<file path="src/design/ssx_defs.vh">
// Constants shared by the serial link controller and its transmit FIFO
`ifndef SSX_DEFS_VH
`define SSX_DEFS_VH

// ----------------------------------------------------------------
// Word and counter widths
// ----------------------------------------------------------------
`define SSX_WORD_W 16
`define SSX_FIFO_DEPTH 32
`define SSX_FIFO_AW 5

// ----------------------------------------------------------------
// Word length selection
// ----------------------------------------------------------------
`define SSX_BITS_DEFAULT 5'h08
`define SSX_BITS_MAX 5'h10
`define SSX_BITS_CODE_MAX 4'h0

// ----------------------------------------------------------------
// Timing
// ----------------------------------------------------------------
// Serial clock may run at most one eighth of mclk
`define SSX_CLK_RATIO 8
// Shortest master half period in mclk cycles: ratio / 2
`define SSX_MIN_HALF 7'h04

// ----------------------------------------------------------------
// Reset values
// ----------------------------------------------------------------
`define SSX_RST_WORD 16'h0000
`define SSX_RST_CNT 5'h00
`define SSX_RST_DIV 7'h00
`define SSX_RST_HCNT 6'h00
// Pin samples {mosi, miso, select_n, sck}; select idles inactive
`define SSX_RST_SYNC 4'h2

`endif

</file>
<file path="src/design/ssx_fifo.v">
// Synchronous FIFO holding transmit words until a data write claims them
`default_nettype none

module ssx_fifo #(
    parameter W = 16,
    parameter D = 32,
    parameter AW = 5
) (
    input wire mclk_i,
    input wire nrst_i,
    input wire in_valid_i,
    output reg in_ready_o,
    input wire [W-1:0] in_data_i,
    output wire out_valid_o,
    input wire out_ready_i,
    output wire [W-1:0] out_data_o
);

    localparam [AW:0] FULL = D[AW:0];
    localparam [AW:0] ONE = {{AW{1'b0}}, 1'b1};

    reg [W-1:0] mem [0:D-1];
    reg [AW-1:0] wptr;
    reg [AW-1:0] rptr;
    reg [AW:0] count;
    reg [AW:0] next_count;

    wire push = in_valid_i & in_ready_o;
    wire pop = out_valid_o & out_ready_i;

    assign out_valid_o = (count != {(AW+1){1'b0}});
    assign out_data_o = mem[rptr];

    always @* begin
        next_count = count;
        if (push & ~pop) begin
            next_count = count + ONE;
        end else if (pop & ~push) begin
            next_count = count - ONE;
        end
    end

    always @(posedge mclk_i) begin
        if (push) begin
            mem[wptr] <= in_data_i;
        end
    end

    // Ready is registered so the top sees a clean level
    always @(posedge mclk_i or negedge nrst_i) begin
        if (!nrst_i) begin
            wptr <= {AW{1'b0}};
            rptr <= {AW{1'b0}};
            count <= {(AW+1){1'b0}};
            in_ready_o <= 1'b0;
        end else begin
            if (push) begin
                wptr <= wptr + 1'b1;
            end
            if (pop) begin
                rptr <= rptr + 1'b1;
            end
            count <= next_count;
            in_ready_o <= (next_count != FULL);
        end
    end

endmodule

`default_nettype wire

</file>
<file path="src/design/ssx_core.v">
// Master/slave serial link controller with exception flags and pin control
// Functional notes
// - Done flag clears on data access after a status read saw it set.
// - Slave sets done right after the last sampling edge.
// - Completion while done is set drops the word and flags overrun.
// - Data write from transfer start to status read is dropped, flags collision.
// - Select active while master flags mode fault, drops drivers, becomes slave.
// - Select inactive mid slave transfer drops data, goes idle, flags abort.
// - Serial clock toggles only during transfers, otherwise idle level or floating.
// - Master never drives the select line.
// - Selected slave drives master-in; master samples it; unselected slave floats it.
// - Master drives master-out; slave only reads it.
// - Master data write starts transfer; done set after last clock cycle.
// - Phase zero spans select; phase one spans first edge to last sample.
// - Phase zero samples first edge, phase one second; polarity sets idle level.
// - With interrupt enable, done or mode fault raises the interrupt.
`include "ssx_defs.vh"
`default_nettype none

module ssx_core (
    input wire mclk_i,
    input wire nrst_i,
    input wire master_mode_i,
    input wire clock_phase_select_i,
    input wire clock_polarity_select_i,
    input wire lsb_first_i,
    input wire irq_enable_bit_i,
    input wire bits_enable_i,
    input wire [3:0] bits_count_i,
    input wire [7:0] clk_div_i,
    input wire tx_valid_i,
    input wire [15:0] tx_data_i,
    output wire tx_ready_o,
    input wire data_wr_i,
    input wire data_rd_i,
    input wire status_rd_i,
    output reg [15:0] rd_data_o,
    output reg transfer_done_flag_o,
    output reg read_overrun_flag_o,
    output reg write_collision_flag_o,
    output reg mode_fault_flag_o,
    output reg slave_abort_flag_o,
    output reg master_active_o,
    output reg busy_o,
    output reg irq_o,
    input wire serial_clock_pin_i,
    output reg serial_clock_pin_o,
    output reg serial_clock_pin_oe_o,
    input wire slave_select_pin_n_i,
    input wire master_in_line_i,
    output reg master_in_line_o,
    output reg master_in_line_oe_o,
    input wire master_out_line_i,
    output reg master_out_line_o,
    output reg master_out_line_oe_o
);

    // ----------------------------------------------------------------
    // Master sequencer states
    // ----------------------------------------------------------------
    localparam M_IDLE = 1'b0;
    localparam M_RUN = 1'b1;

    reg [3:0] sync1;
    reg [3:0] sync2;
    reg mode_lock;
    reg sck_prev;
    reg sel_prev;
    reg xfer;
    reg [4:0] samp_cnt;
    reg [4:0] tx_idx;
    reg [15:0] rx_sh;
    reg [15:0] tx_sh;
    reg mstate;
    reg m_done;
    reg [6:0] divc;
    reg [5:0] hcnt;
    reg wc_win;
    reg st_seen;

    wire fifo_valid;
    wire [15:0] fifo_data;

    // ----------------------------------------------------------------
    // Word length and clock events
    // ----------------------------------------------------------------
    wire [4:0] nbits = !bits_enable_i ? `SSX_BITS_DEFAULT :
                       (bits_count_i == `SSX_BITS_CODE_MAX) ? `SSX_BITS_MAX :
                       bits_count_i[3] ? {1'b0, bits_count_i} : `SSX_BITS_DEFAULT;
    wire clock_phase_select = clock_phase_select_i;
    wire clock_polarity_select = clock_polarity_select_i;
    wire selected = ~sync2[1];
    wire sck_lvl = master_active_o ? serial_clock_pin_o : sync2[0];
    wire sck_edge = sck_lvl ^ sck_prev;
    wire lead = sck_edge & (sck_lvl ^ clock_polarity_select);
    wire trail = sck_edge & ~(sck_lvl ^ clock_polarity_select);
    wire samp_e = clock_phase_select ? trail : lead;
    wire drv_e = clock_phase_select ? lead : trail;
    // master samples master-in, slave samples master-out
    wire din = master_active_o ? sync2[2] : sync2[3];

    // ----------------------------------------------------------------
    // Transfer framing
    // ----------------------------------------------------------------
    wire m_run = (mstate == M_RUN);
    // slave start at select (phase 0) or first edge
    wire s_begin = ~master_active_o & selected & ~xfer & ((~clock_phase_select & ~sel_prev) | lead);
    wire s_abort = ~master_active_o & xfer & ~selected;
    wire run = master_active_o ? (m_run | m_done) : ((xfer | s_begin) & selected);
    wire busy_w = master_active_o ? (m_run | m_done) : xfer;
    wire do_samp = run & samp_e;
    wire [4:0] samp_nxt = samp_cnt + 5'h01;
    wire last_samp = do_samp & (samp_nxt == nbits);
    wire [15:0] rx_next = !do_samp ? rx_sh :
                          lsb_first_i ? {din, rx_sh[15:1]} : {rx_sh[14:0], din};
    wire [4:0] rx_align = `SSX_BITS_MAX - nbits;
    wire [15:0] rx_word = lsb_first_i ? (rx_next >> rx_align) : rx_next;

    wire [6:0] half = (clk_div_i[7:1] < `SSX_MIN_HALF) ? `SSX_MIN_HALF : clk_div_i[7:1];
    wire half_tick = m_run & (divc == half - 7'h01);
    wire [5:0] m_last = {nbits, 1'b0} - 6'h01;
    wire m_end = half_tick & (hcnt == m_last);
    // slave done right after last sample; master after last cycle
    wire complete = master_active_o ? m_done : last_samp;

    wire mfault = master_active_o & selected;

    // ----------------------------------------------------------------
    // Software access decode
    // ----------------------------------------------------------------
    // writes inside the window are lost
    wire wr_col = data_wr_i & (wc_win | busy_w);
    wire wr_ok = data_wr_i & ~wr_col;
    // master write starts transfer at once
    wire m_start = wr_ok & master_active_o & ~mfault;
    wire done_clr = (data_rd_i | data_wr_i) & st_seen;
    wire stat_clr = status_rd_i;

    wire [4:0] tsel = lsb_first_i ? tx_idx : (nbits - 5'h01 - tx_idx);
    wire tbit = tx_sh[tsel[3:0]];
    wire restart = s_begin | s_abort | complete | m_start;

    ssx_fifo #(
        .W(`SSX_WORD_W),
        .D(`SSX_FIFO_DEPTH),
        .AW(`SSX_FIFO_AW)
    ) u_txq (
        .mclk_i(mclk_i),
        .nrst_i(nrst_i),
        .in_valid_i(tx_valid_i),
        .in_ready_o(tx_ready_o),
        .in_data_i(tx_data_i),
        .out_valid_o(fifo_valid),
        .out_ready_i(wr_ok),
        .out_data_o(fifo_data)
    );

    // ----------------------------------------------------------------
    // Pin synchronisers
    // ----------------------------------------------------------------
    // slow remote clock lets two flops plus edge detect keep up
    always @(posedge mclk_i or negedge nrst_i) begin
        if (!nrst_i) begin
            sync1 <= `SSX_RST_SYNC;
            sync2 <= `SSX_RST_SYNC;
        end else begin
            sync1 <= {master_out_line_i, master_in_line_i, slave_select_pin_n_i,
                      serial_clock_pin_i};
            sync2 <= sync1;
        end
    end

    // ----------------------------------------------------------------
    // Mode, framing and shift logic
    // ----------------------------------------------------------------
    always @(posedge mclk_i or negedge nrst_i) begin
        if (!nrst_i) begin
            master_active_o <= 1'b0;
            mode_lock <= 1'b0;
            sck_prev <= 1'b0;
            sel_prev <= 1'b0;
            xfer <= 1'b0;
            samp_cnt <= `SSX_RST_CNT;
            tx_idx <= `SSX_RST_CNT;
            rx_sh <= `SSX_RST_WORD;
            tx_sh <= `SSX_RST_WORD;
            mstate <= M_IDLE;
            m_done <= 1'b0;
            divc <= `SSX_RST_DIV;
            hcnt <= `SSX_RST_HCNT;
            serial_clock_pin_o <= 1'b0;
            busy_o <= 1'b0;
        end else begin
            // fault locks slave mode until software drops master mode
            mode_lock <= mfault | (mode_lock & master_mode_i);
            master_active_o <= master_mode_i & ~mode_lock & ~mfault;
            sck_prev <= sck_lvl;
            sel_prev <= selected;
            busy_o <= busy_w;
            m_done <= m_end & ~mfault;

            if (s_abort | last_samp | master_active_o) begin
                xfer <= 1'b0;
            end else if (s_begin) begin
                xfer <= 1'b1;
            end

            if (restart) begin
                samp_cnt <= `SSX_RST_CNT;
                tx_idx <= `SSX_RST_CNT;
                rx_sh <= `SSX_RST_WORD;
                if (do_samp & ~complete & ~s_abort) begin
                    samp_cnt <= 5'h01;
                    rx_sh <= rx_next;
                end
            end else begin
                if (do_samp) begin
                    samp_cnt <= samp_nxt;
                    rx_sh <= rx_next;
                end
                if (run & drv_e & (samp_cnt != `SSX_RST_CNT)) begin
                    tx_idx <= tx_idx + 5'h01;
                end
            end

            // slave load blocked during transfers by the collision check
            if (wr_ok) begin
                tx_sh <= fifo_valid ? fifo_data : `SSX_RST_WORD;
            end

            // master clock idles at polarity level, toggles only in run
            case (mstate)
                M_IDLE: begin
                    serial_clock_pin_o <= clock_polarity_select;
                    divc <= `SSX_RST_DIV;
                    hcnt <= `SSX_RST_HCNT;
                    if (m_start) begin
                        mstate <= M_RUN;
                    end
                end
                M_RUN: begin
                    if (mfault) begin
                        mstate <= M_IDLE;
                    end else if (half_tick) begin
                        divc <= `SSX_RST_DIV;
                        serial_clock_pin_o <= ~serial_clock_pin_o;
                        hcnt <= hcnt + 6'h01;
                        if (m_end) begin
                            mstate <= M_IDLE;
                        end
                    end else begin
                        divc <= divc + 7'h01;
                    end
                end
                default: begin
                    mstate <= M_IDLE;
                end
            endcase
        end
    end

    // ----------------------------------------------------------------
    // Status flags and receive buffer
    // ----------------------------------------------------------------
    // Every flag: a set in the same cycle as its clear wins
    always @(posedge mclk_i or negedge nrst_i) begin
        if (!nrst_i) begin
            rd_data_o <= `SSX_RST_WORD;
            transfer_done_flag_o <= 1'b0;
            read_overrun_flag_o <= 1'b0;
            write_collision_flag_o <= 1'b0;
            mode_fault_flag_o <= 1'b0;
            slave_abort_flag_o <= 1'b0;
            wc_win <= 1'b0;
            st_seen <= 1'b0;
            irq_o <= 1'b0;
        end else begin
            // full buffer keeps the old word
            if (complete & ~transfer_done_flag_o) begin
                rd_data_o <= rx_word;
            end
            // done held until status read then data access
            transfer_done_flag_o <= complete | (transfer_done_flag_o & ~done_clr);
            st_seen <= (status_rd_i & transfer_done_flag_o) | (st_seen & ~done_clr);
            // exception flags report once per status read
            // overrun on completion with done still set
            read_overrun_flag_o <= (complete & transfer_done_flag_o) |
                                   (read_overrun_flag_o & ~stat_clr);
            write_collision_flag_o <= wr_col | (write_collision_flag_o & ~stat_clr);
            mode_fault_flag_o <= mfault | (mode_fault_flag_o & ~stat_clr);
            slave_abort_flag_o <= s_abort | (slave_abort_flag_o & ~stat_clr);
            // window opens at start, closes on status read seeing done
            if (s_begin | m_start) begin
                wc_win <= 1'b1;
            end else if (s_abort | (status_rd_i & transfer_done_flag_o)) begin
                wc_win <= 1'b0;
            end
            // interrupt follows done or fault when enabled
            irq_o <= irq_enable_bit_i & (transfer_done_flag_o | mode_fault_flag_o);
        end
    end

    // ----------------------------------------------------------------
    // Pin drivers
    // ----------------------------------------------------------------
    // Enables lag mode by one cycle; fault drops them on the next edge
    always @(posedge mclk_i or negedge nrst_i) begin
        if (!nrst_i) begin
            serial_clock_pin_oe_o <= 1'b0;
            master_out_line_o <= 1'b0;
            master_out_line_oe_o <= 1'b0;
            master_in_line_o <= 1'b0;
            master_in_line_oe_o <= 1'b0;
        end else begin
            // select line is input only; remote slaves use other outputs
            // sck driven only by a master
            serial_clock_pin_oe_o <= master_active_o & ~mfault;
            // master drives master-out, slave never does
            master_out_line_o <= tbit;
            master_out_line_oe_o <= master_active_o & ~mfault;
            master_in_line_o <= tbit;
            // relies on select held low through the transaction
            master_in_line_oe_o <= ~master_active_o & ~mfault & selected;
        end
    end

endmodule

`default_nettype wire

</file>
<file path="config.mk">
export PLATFORM = sky130hd
export DESIGN_NAME = ssx_core
export DESIGN_NICKNAME = d
export VERILOG_FILES = /design/src/design/ssx_fifo.v /design/src/design/ssx_core.v
export VERILOG_INCLUDE_DIRS = /design/src /design/src/design
export SDC_FILE = /design/constraint.sdc
export NUM_CORES = 1
export LEC_CHECK = 0
export BUFFER_PORTS_ARGS = -buffer_cell sky130_fd_sc_hd__buf_2
export CORE_ASPECT_RATIO = 1.4
export CORE_MARGIN = 3
export CORE_UTILIZATION = 55
export DETAILED_ROUTE_END_ITERATION = 6
export PLACE_DENSITY = 0.74
export SETUP_SLACK_MARGIN = 0.4
export SYNTH_ARGS = -nofsm -noshare
export SYNTH_HDL_FRONTEND = slang
export SYNTH_SLANG_ARGS = --single-unit
</file>
<file path="constraint.sdc">
create_clock -name mclk_i -period 2.89 [get_ports mclk_i]
set_input_delay 0.289 -clock mclk_i [delete_from_list [all_inputs] [get_ports mclk_i]]
set_output_delay 0.289 -clock mclk_i [all_outputs]
set_load 0.02 [all_outputs]
</file>
==> flow_summary.toml, run 1 <==
[detailed_routing]
drc = 0
first_iter_violations = 1058
ant_nets = 0
wirelength_um = 61700
dr.pass1.iters = 6
vias_per_cell = 6.17
routed-via-count = 14900
post_drt_wl_per_cell_um = 25.6

[global_route]
grt_pass1_wl_um = 92400
busiest_layer = "met2"
grt_util_met1_pct = 29.2
grt_max_degree = 52
antenna_found_initial = 2
use_met2_pct = 44.5
first_global_vias = 15200
grtUsageTotal_pct = 24.4
grt-ovfl-total = 0
use_met3_pct = 3.97

[die]
io_pins = 75
die_y_um = 265
fp.dieArea_um2 = 50700
core_area_um2 = 47300
initial_core_util_pct = 55.9
rows = 94
fp.dieW_um = 191

[synth]
synth_area_um2 = 26400
synth_nets = 1562
synth_edf_count = 512
synth_top_cell_area_share_pct = 58.2
synthFlopType = "edfxtp_1"
synth_top_area_cell = "edfxtp_1"
ys_seq_area_share_pct = 69.1
ys_warn_count = 0
ys_top_cells_by_area = "edfxtp_1 58%, mux4_2 15%, dfrtp_1 11%"
async_reset_ff_share_pct = 18.3
postSynthAreaPerCell_um2 = 17.6
yosysUniqueCellTypes = 76
ys_ff_latch = 627
synthCells = 1499

[hold_path]
min_path_type = "in -> reg"
holdPathStages = 4
min_from = "clock_polarity_select_i"
min_to = "serial_clock_pin_o"

[timing]
setup_ws_ps = 108
worst_pin_slew_ps = 707
setup_viol = 0
maxSlewHeadroom_pct = 52.9
fin_crit_ps = 2780
finalMaxSlewViolations = 0
max_freq_ghz = 0.359
grt_setup_unrepaired = "true"
hold_violations = 0
min_period_over_period_pct = 96.3
fin_worst_skew_ps = 22.2

[clocking]
cts_root_buf = "clkbuf_16"
cts_sinks = 627
clock_insertion_delay_worst_skew_ps = 630
htreeDepth = 2
cts_tree = "built"
clockBufferDepth = 3
clkTransAtPathRegs_ps = 70
numCtsBuffers = 57

[worst_setup_path]
cp-end-kind = "flip-flop"
timing.rr.start = "sck_prev"
reg2reg_depth = 9
worstSetupPathType = "reg -> reg"
slowest_delay_ps = 530
crit_family = "multiplexers"
timing.rr.end = "rd_data_o[0]"
crit_fanout = 15
r2r_setup_slack_ps = 110
cp.required_ps = 3450
critPathLaunchType = "flip-flop"
critPathBufInv = 1
slowest_stage = "mux4_2"
cp_cell_sequence = "and3b_1 -> o41a_1 -> o22a_4 -> buf_12 -> mux2i_2 -> mux4_2 -> mux2_4 -> nor2_2 -> o32a_1"
worstPathArrival_ps = 3340

[placement]
dp_worst_setup_slack_ps = -135
dp.cells = 2238
portBuffers = 73
dp_hpwl_um = 37000
gp_congestion = 0.880

[pwr]
vdd_drop_max_v = 0.000600
finalPower_mw = 26.8
comb_power_share_pct = 28.4
leakagePower_nw = 11.1
p_sw_share_pct = 28.3
sequentialPowerShare_pct = 41.3
power.density_nw_per_um2 = 850
switching_power_mw = 7.57
internal_power_mw = 19.2
p_clk_share_pct = 30.4

[final_layout]
area_delta_synth_final_pct = 19.3
fin_cells = 2407
diodes = 0
nFillCells = 3089
final_nets = 1797
drive_above_1_share_pct = 34.0

[run]
cap_violations = 0

[status]
status = "finished, final reports clean"
## power groups by stage
stage	registers, mW	logic [mW]	clock network, mW
floorplan	11.0	4.79	0
global placement	11.2	6.68	0
detailed placement	11.2	6.83	0
CTS	11.0	7.41	8.26
global route	11.1	8.10	8.61
finish	11.0	7.59	8.14
## Yosys cell counts, drive strengths merged (5+ instances only)
cell    number
a22oi       11
mux2        15
o22ai        5
o21a         5
mux2i       63
nand3       17
xnor2       35
nand2b       9
dfrtp      113
mux4       173
inv         25
and2         7
edfxtp     512
clkbuf      52
nand3b       5
a31oi        8
xor2        11
o21ai       46
a22o         9
nor3        14
nor2       105
nor2b        7
a21oi       27
nand2       95
ha          18
buf         27
or3          5
nand4        8
nor4         6
## cells in the final DEF (no fill, tap or decap), drive strengths merged, types with 6 or more instances in the layout
cell type and n:
dlygate4sd3 12, a21oi 27, buf 239, and2 7, dfrtp 113, ha 18, a22o 9, xor2 11
edfxtp 512, nand2b 9, mux2i 63, nor2b 7, a31oi 8, clkinv 23, nor2 106, a22oi 11
inv 28, mux2 15, o21ai 46, nor3 14, nor4 6, nand4 8, nand2 95, xnor2 35
nand3 17, mux4 173, clkbuf 68, bufinv 12
## worst register-to-register path: stages (launching register included)
cell     delay, ps
dfrtp_1        420
and3b_1        180
o41a_1         360
o22a_4         310
buf_12         180
mux2i_2        170
mux4_2         530
mux2_4         310
nor2_2         120
o32a_1         150
## sequential cells by signal, indices dropped and copies added (netlist names), 6 cells and up
name / count
hcnt: 6
u_txq.mem: 512
divc: 7
rx_sh: 16
tx_sh: 16
rd_data_o: 16
u_txq.count: 6
## cell families after synthesis
logic type | after synthesis | share of synthesized area (%)
AOI/OAI and AO/OA | 153 | 3.82
DFF | 627 | 69.1
xor gates and xnor gates | 46 | 1.53
muxes | 251 | 17.8
adders and majority gates | 19 | 0.929
buffers and inverters | 104 | 1.58
and+or+nand+nor | 299 | 5.21
## layout make-up
| cell class | count | area, µm² | area share, % |
|---|---|---|---|
| Tap cell | 624 | 781 | 2.48 |
| Clock buffer | 66 | 1490 | 4.73 |
| Sequential cell | 627 | 18300 | 58.0 |
| Multi-Input combinational cell | 770 | 8180 | 26.0 |
| Timing Repair Buffer | 253 | 2130 | 6.76 |
| Inverter | 25 | 98.8 | 0.314 |
| Clock inverter | 42 | 554 | 1.76 |
## worst max-delay path by stage
stage / from / endpoint / cells after the start
6_report: sck_prev / rd_data_o[0] / 9
3_3_place_gp: clock_polarity_select_i / rd_data_o[6] / 12
5_1_grt: sync2[0] / rd_data_o[1] / 9
2_1_floorplan: clk_div_i[7] / m_run / 13
4_1_cts: sync2[0] / rd_data_o[0] / 9
3_5_place_dp: clock_polarity_select_i / rd_data_o[6] / 12
## layer usage
metal	vias to the layer above	part of all wire [%]
met1	7672	36
li1	6429	-
met5	-	0.050
met3	145	5.9
met4	4	3.6
met2	603	54
## repair_timing
item,4_1_cts,5_1_grt
hold endpoints to repair,60,0
setup endpoints to repair,50,55
cloned,5,3
pin swaps,20,15
hold buffers,12,0
resized for setup,50,44
setup buffers,32,9
## per-stage QoR
stage	TNS (ps)	area (µm²)	hold WS (ps)	utilization, %
6_report	0	31500	98.8	66.6
5_1_grt	-0.690	31500	98.8	66.6
4_1_cts	0	31200	72.0	66.0
3_5_place_dp	-650	28500	335	60.3
3_3_place_gp	-174	28500	347	60.3
2_1_floorplan	0	26600	-6.59	-
Power figures use the tool's default switching activity.
==> run 2, diff against run 1 <==
PLACE_DENSITY = unset   (was 0.74)
PLACE_DENSITY_LB_ADDON = 0.3   (was unset)
==> flow_summary.toml, run 2 (synthesis gave the netlist of run 1 again) <==
[status]
status = "finished, final reports clean"

[worst_setup_path]
cp.required_ps = 3380
cp_cell_sequence = "buf_4 -> mux2i_4 -> and3_4 -> buf_4 -> o22ai_2 -> or4_4 -> o21ai_4 -> nor2b_1 -> buf_4 -> o2111ai_1 -> o32a_1"
r2r_setup_slack_ps = 90
cp-end-kind = "flip-flop"
crit_fanout = 7
timing.rr.end = "rd_data_o[0]"
slowest_delay_ps = 430
worstSetupPathType = "reg -> reg"
reg2reg_depth = 11
crit_top_cell = "buf_4"
crit_family = "simple AND/OR/NAND/NOR gates"
critPathBufInv = 3
slowest_stage = "or4_4"
worstPathArrival_ps = 3300
timing.rr.start = "sync2[0]"
critPathLaunchType = "flip-flop"

[clocking]
cts_sinks = 627
htreeDepth = 2
numCtsBuffers = 56
clockBufferDepth = 3
clock_insertion_delay_worst_skew_ps = 620
cts_root_buf = "clkbuf_16"
clkTransAtPathRegs_ps = 60
cts_tree = "built"

[placement]
portBuffers = 73
place_area_um2 = 28500
dp_hpwl_um = 36200
gp_congestion = 0.877
dp_worst_setup_slack_ps = -126

[timing]
maxSlewHeadroom_pct = 55.1
setup_viol = 0
hold_ws_ps = 139
fin_worst_skew_ps = 18.0
finalMaxSlewViolations = 0
setup_ws_ps = 87.3
grt_setup_unrepaired = "true"
fin_crit_ps = 2800
min_period_over_period_pct = 97.0
hold_violations = 0
worst_pin_slew_ps = 674
max_freq_ghz = 0.357

[pwr]
power.density_nw_per_um2 = 830
vdd_drop_max_v = 0.000605
switching_power_mw = 7.56
finalPower_mw = 26.0
sequentialPowerShare_pct = 42.3
p_sw_share_pct = 29.1
p_clk_share_pct = 27.8
leakagePower_nw = 10.9
internal_power_mw = 18.4
comb_power_share_pct = 29.9

[final_layout]
design_area_um2 = 31300
final_nets = 1789
drive_above_1_share_pct = 33.6
largest_reg_flops = 512
area_delta_synth_final_pct = 18.5
largest-register = "u_txq.mem"
diodes = 0
layout_commonest_cell = "edfxtp_1"
post-route-util_pct = 66.2
final_cell_mix = "512 x edfxtp_1, 173 x mux4_2, 122 x buf_4, 107 x dfrtp_1, 94 x nand2_1"

[global_route]
grt_max_degree = 47
grt_pass1_wl_um = 91600
grt-ovfl-total = 0
first_global_vias = 15300
antenna_found_initial = 0
grtUsageTotal_pct = 24.3

[detailed_routing]
vias_per_cell = 6.13
routed-via-count = 14700
wirelength_um = 62600
dr.max_layer_used = "met4"
dr.pass1.iters = 5
drc = 0
post_drt_wl_per_cell_um = 26.1
wl_met2_um = 33500
met1_length_um = 23200
ant_nets = 0
met3WireLength_um = 2830
first_iter_violations = 1094

[die]
die_y_um = 265
core_area_um2 = 47300
io_pins = 75
rows = 94
initial_core_util_pct = 55.9
fp.dieArea_um2 = 50700
fp.dieW_um = 191

[hold_path]
min_to = "serial_clock_pin_o"
min_path_type = "in -> reg"
min_from = "clock_polarity_select_i"
holdPathStages = 4

[run]
cap_violations = 0
## run 2: area by class of cell
cell class | instances | area (µm²)
tap | 624 | 781
fill | 3118 | 16000
sequential | 627 | 18300
multi-input combinational | 769 | 8270
clock buffer | 74 | 1510
inverter | 25 | 98.8
timing repair buffer | 247 | 2120
clock inverter | 30 | 250
## run 2: stage by stage
stage / instances / TNS, ps
2_1_floorplan: 1499 / 0
3_3_place_gp: 2237 / -55.2
3_5_place_dp: 2237 / -329
4_1_cts: 2375 / 0
5_1_grt: 2396 / -60.2
6_report: 2396 / 0
## run 2: metal layers
layer,vias to the layer above,track usage (%)
met4,0,10.3
li1,6395,-
met2,561,43.3
met3,164,3.36
met5,-,0
met1,7579,29.8
## run 2: how the worst max path moves through the flow
stage,slack (ps),from,endpoint,depth (start not counted)
3_5_place_dp,-130,clock_polarity_select_i,rd_data_o[1],10
2_1_floorplan,110,clk_div_i[7],m_run,13
3_3_place_gp,-50,clock_polarity_select_i,rd_data_o[1],10
6_report,90,sync2[0],rd_data_o[0],11
5_1_grt,-30,sync2[0],rd_data_o[1],11
4_1_cts,120,sync2[0],rd_data_o[0],9
## run 2: power groups by stage
stage               logic, mW  clock network, mW  registers [mW]
finish                   7.77               7.22            11.0
global route             8.26               7.68            11.0
CTS                      7.46               7.33            11.0
detailed placement       6.92                  0            11.2
global placement         6.81                  0            11.1
floorplan                4.79                  0            11.0
## run 2: worst reg2reg max path: stages, from the launching register on
cell	delay [ps]
dfrtp_1	410
buf_4	150
mux2i_4	240
and3_4	260
buf_4	120
o22ai_2	70
or4_4	430
o21ai_4	190
nor2b_1	150
buf_4	170
o2111ai_1	140
o32a_1	350
## run 2: what timing repair did
action | in CTS | in global routing
setup buffers | 20 | 16
pin swaps | 15 | 16
gates resized for setup | 41 | 52
hold buffers | 11 | 0
gates cloned | 3 | 5
setup endpoints to repair | 46 | 57
endpoints found under the hold margin | 48 | 0
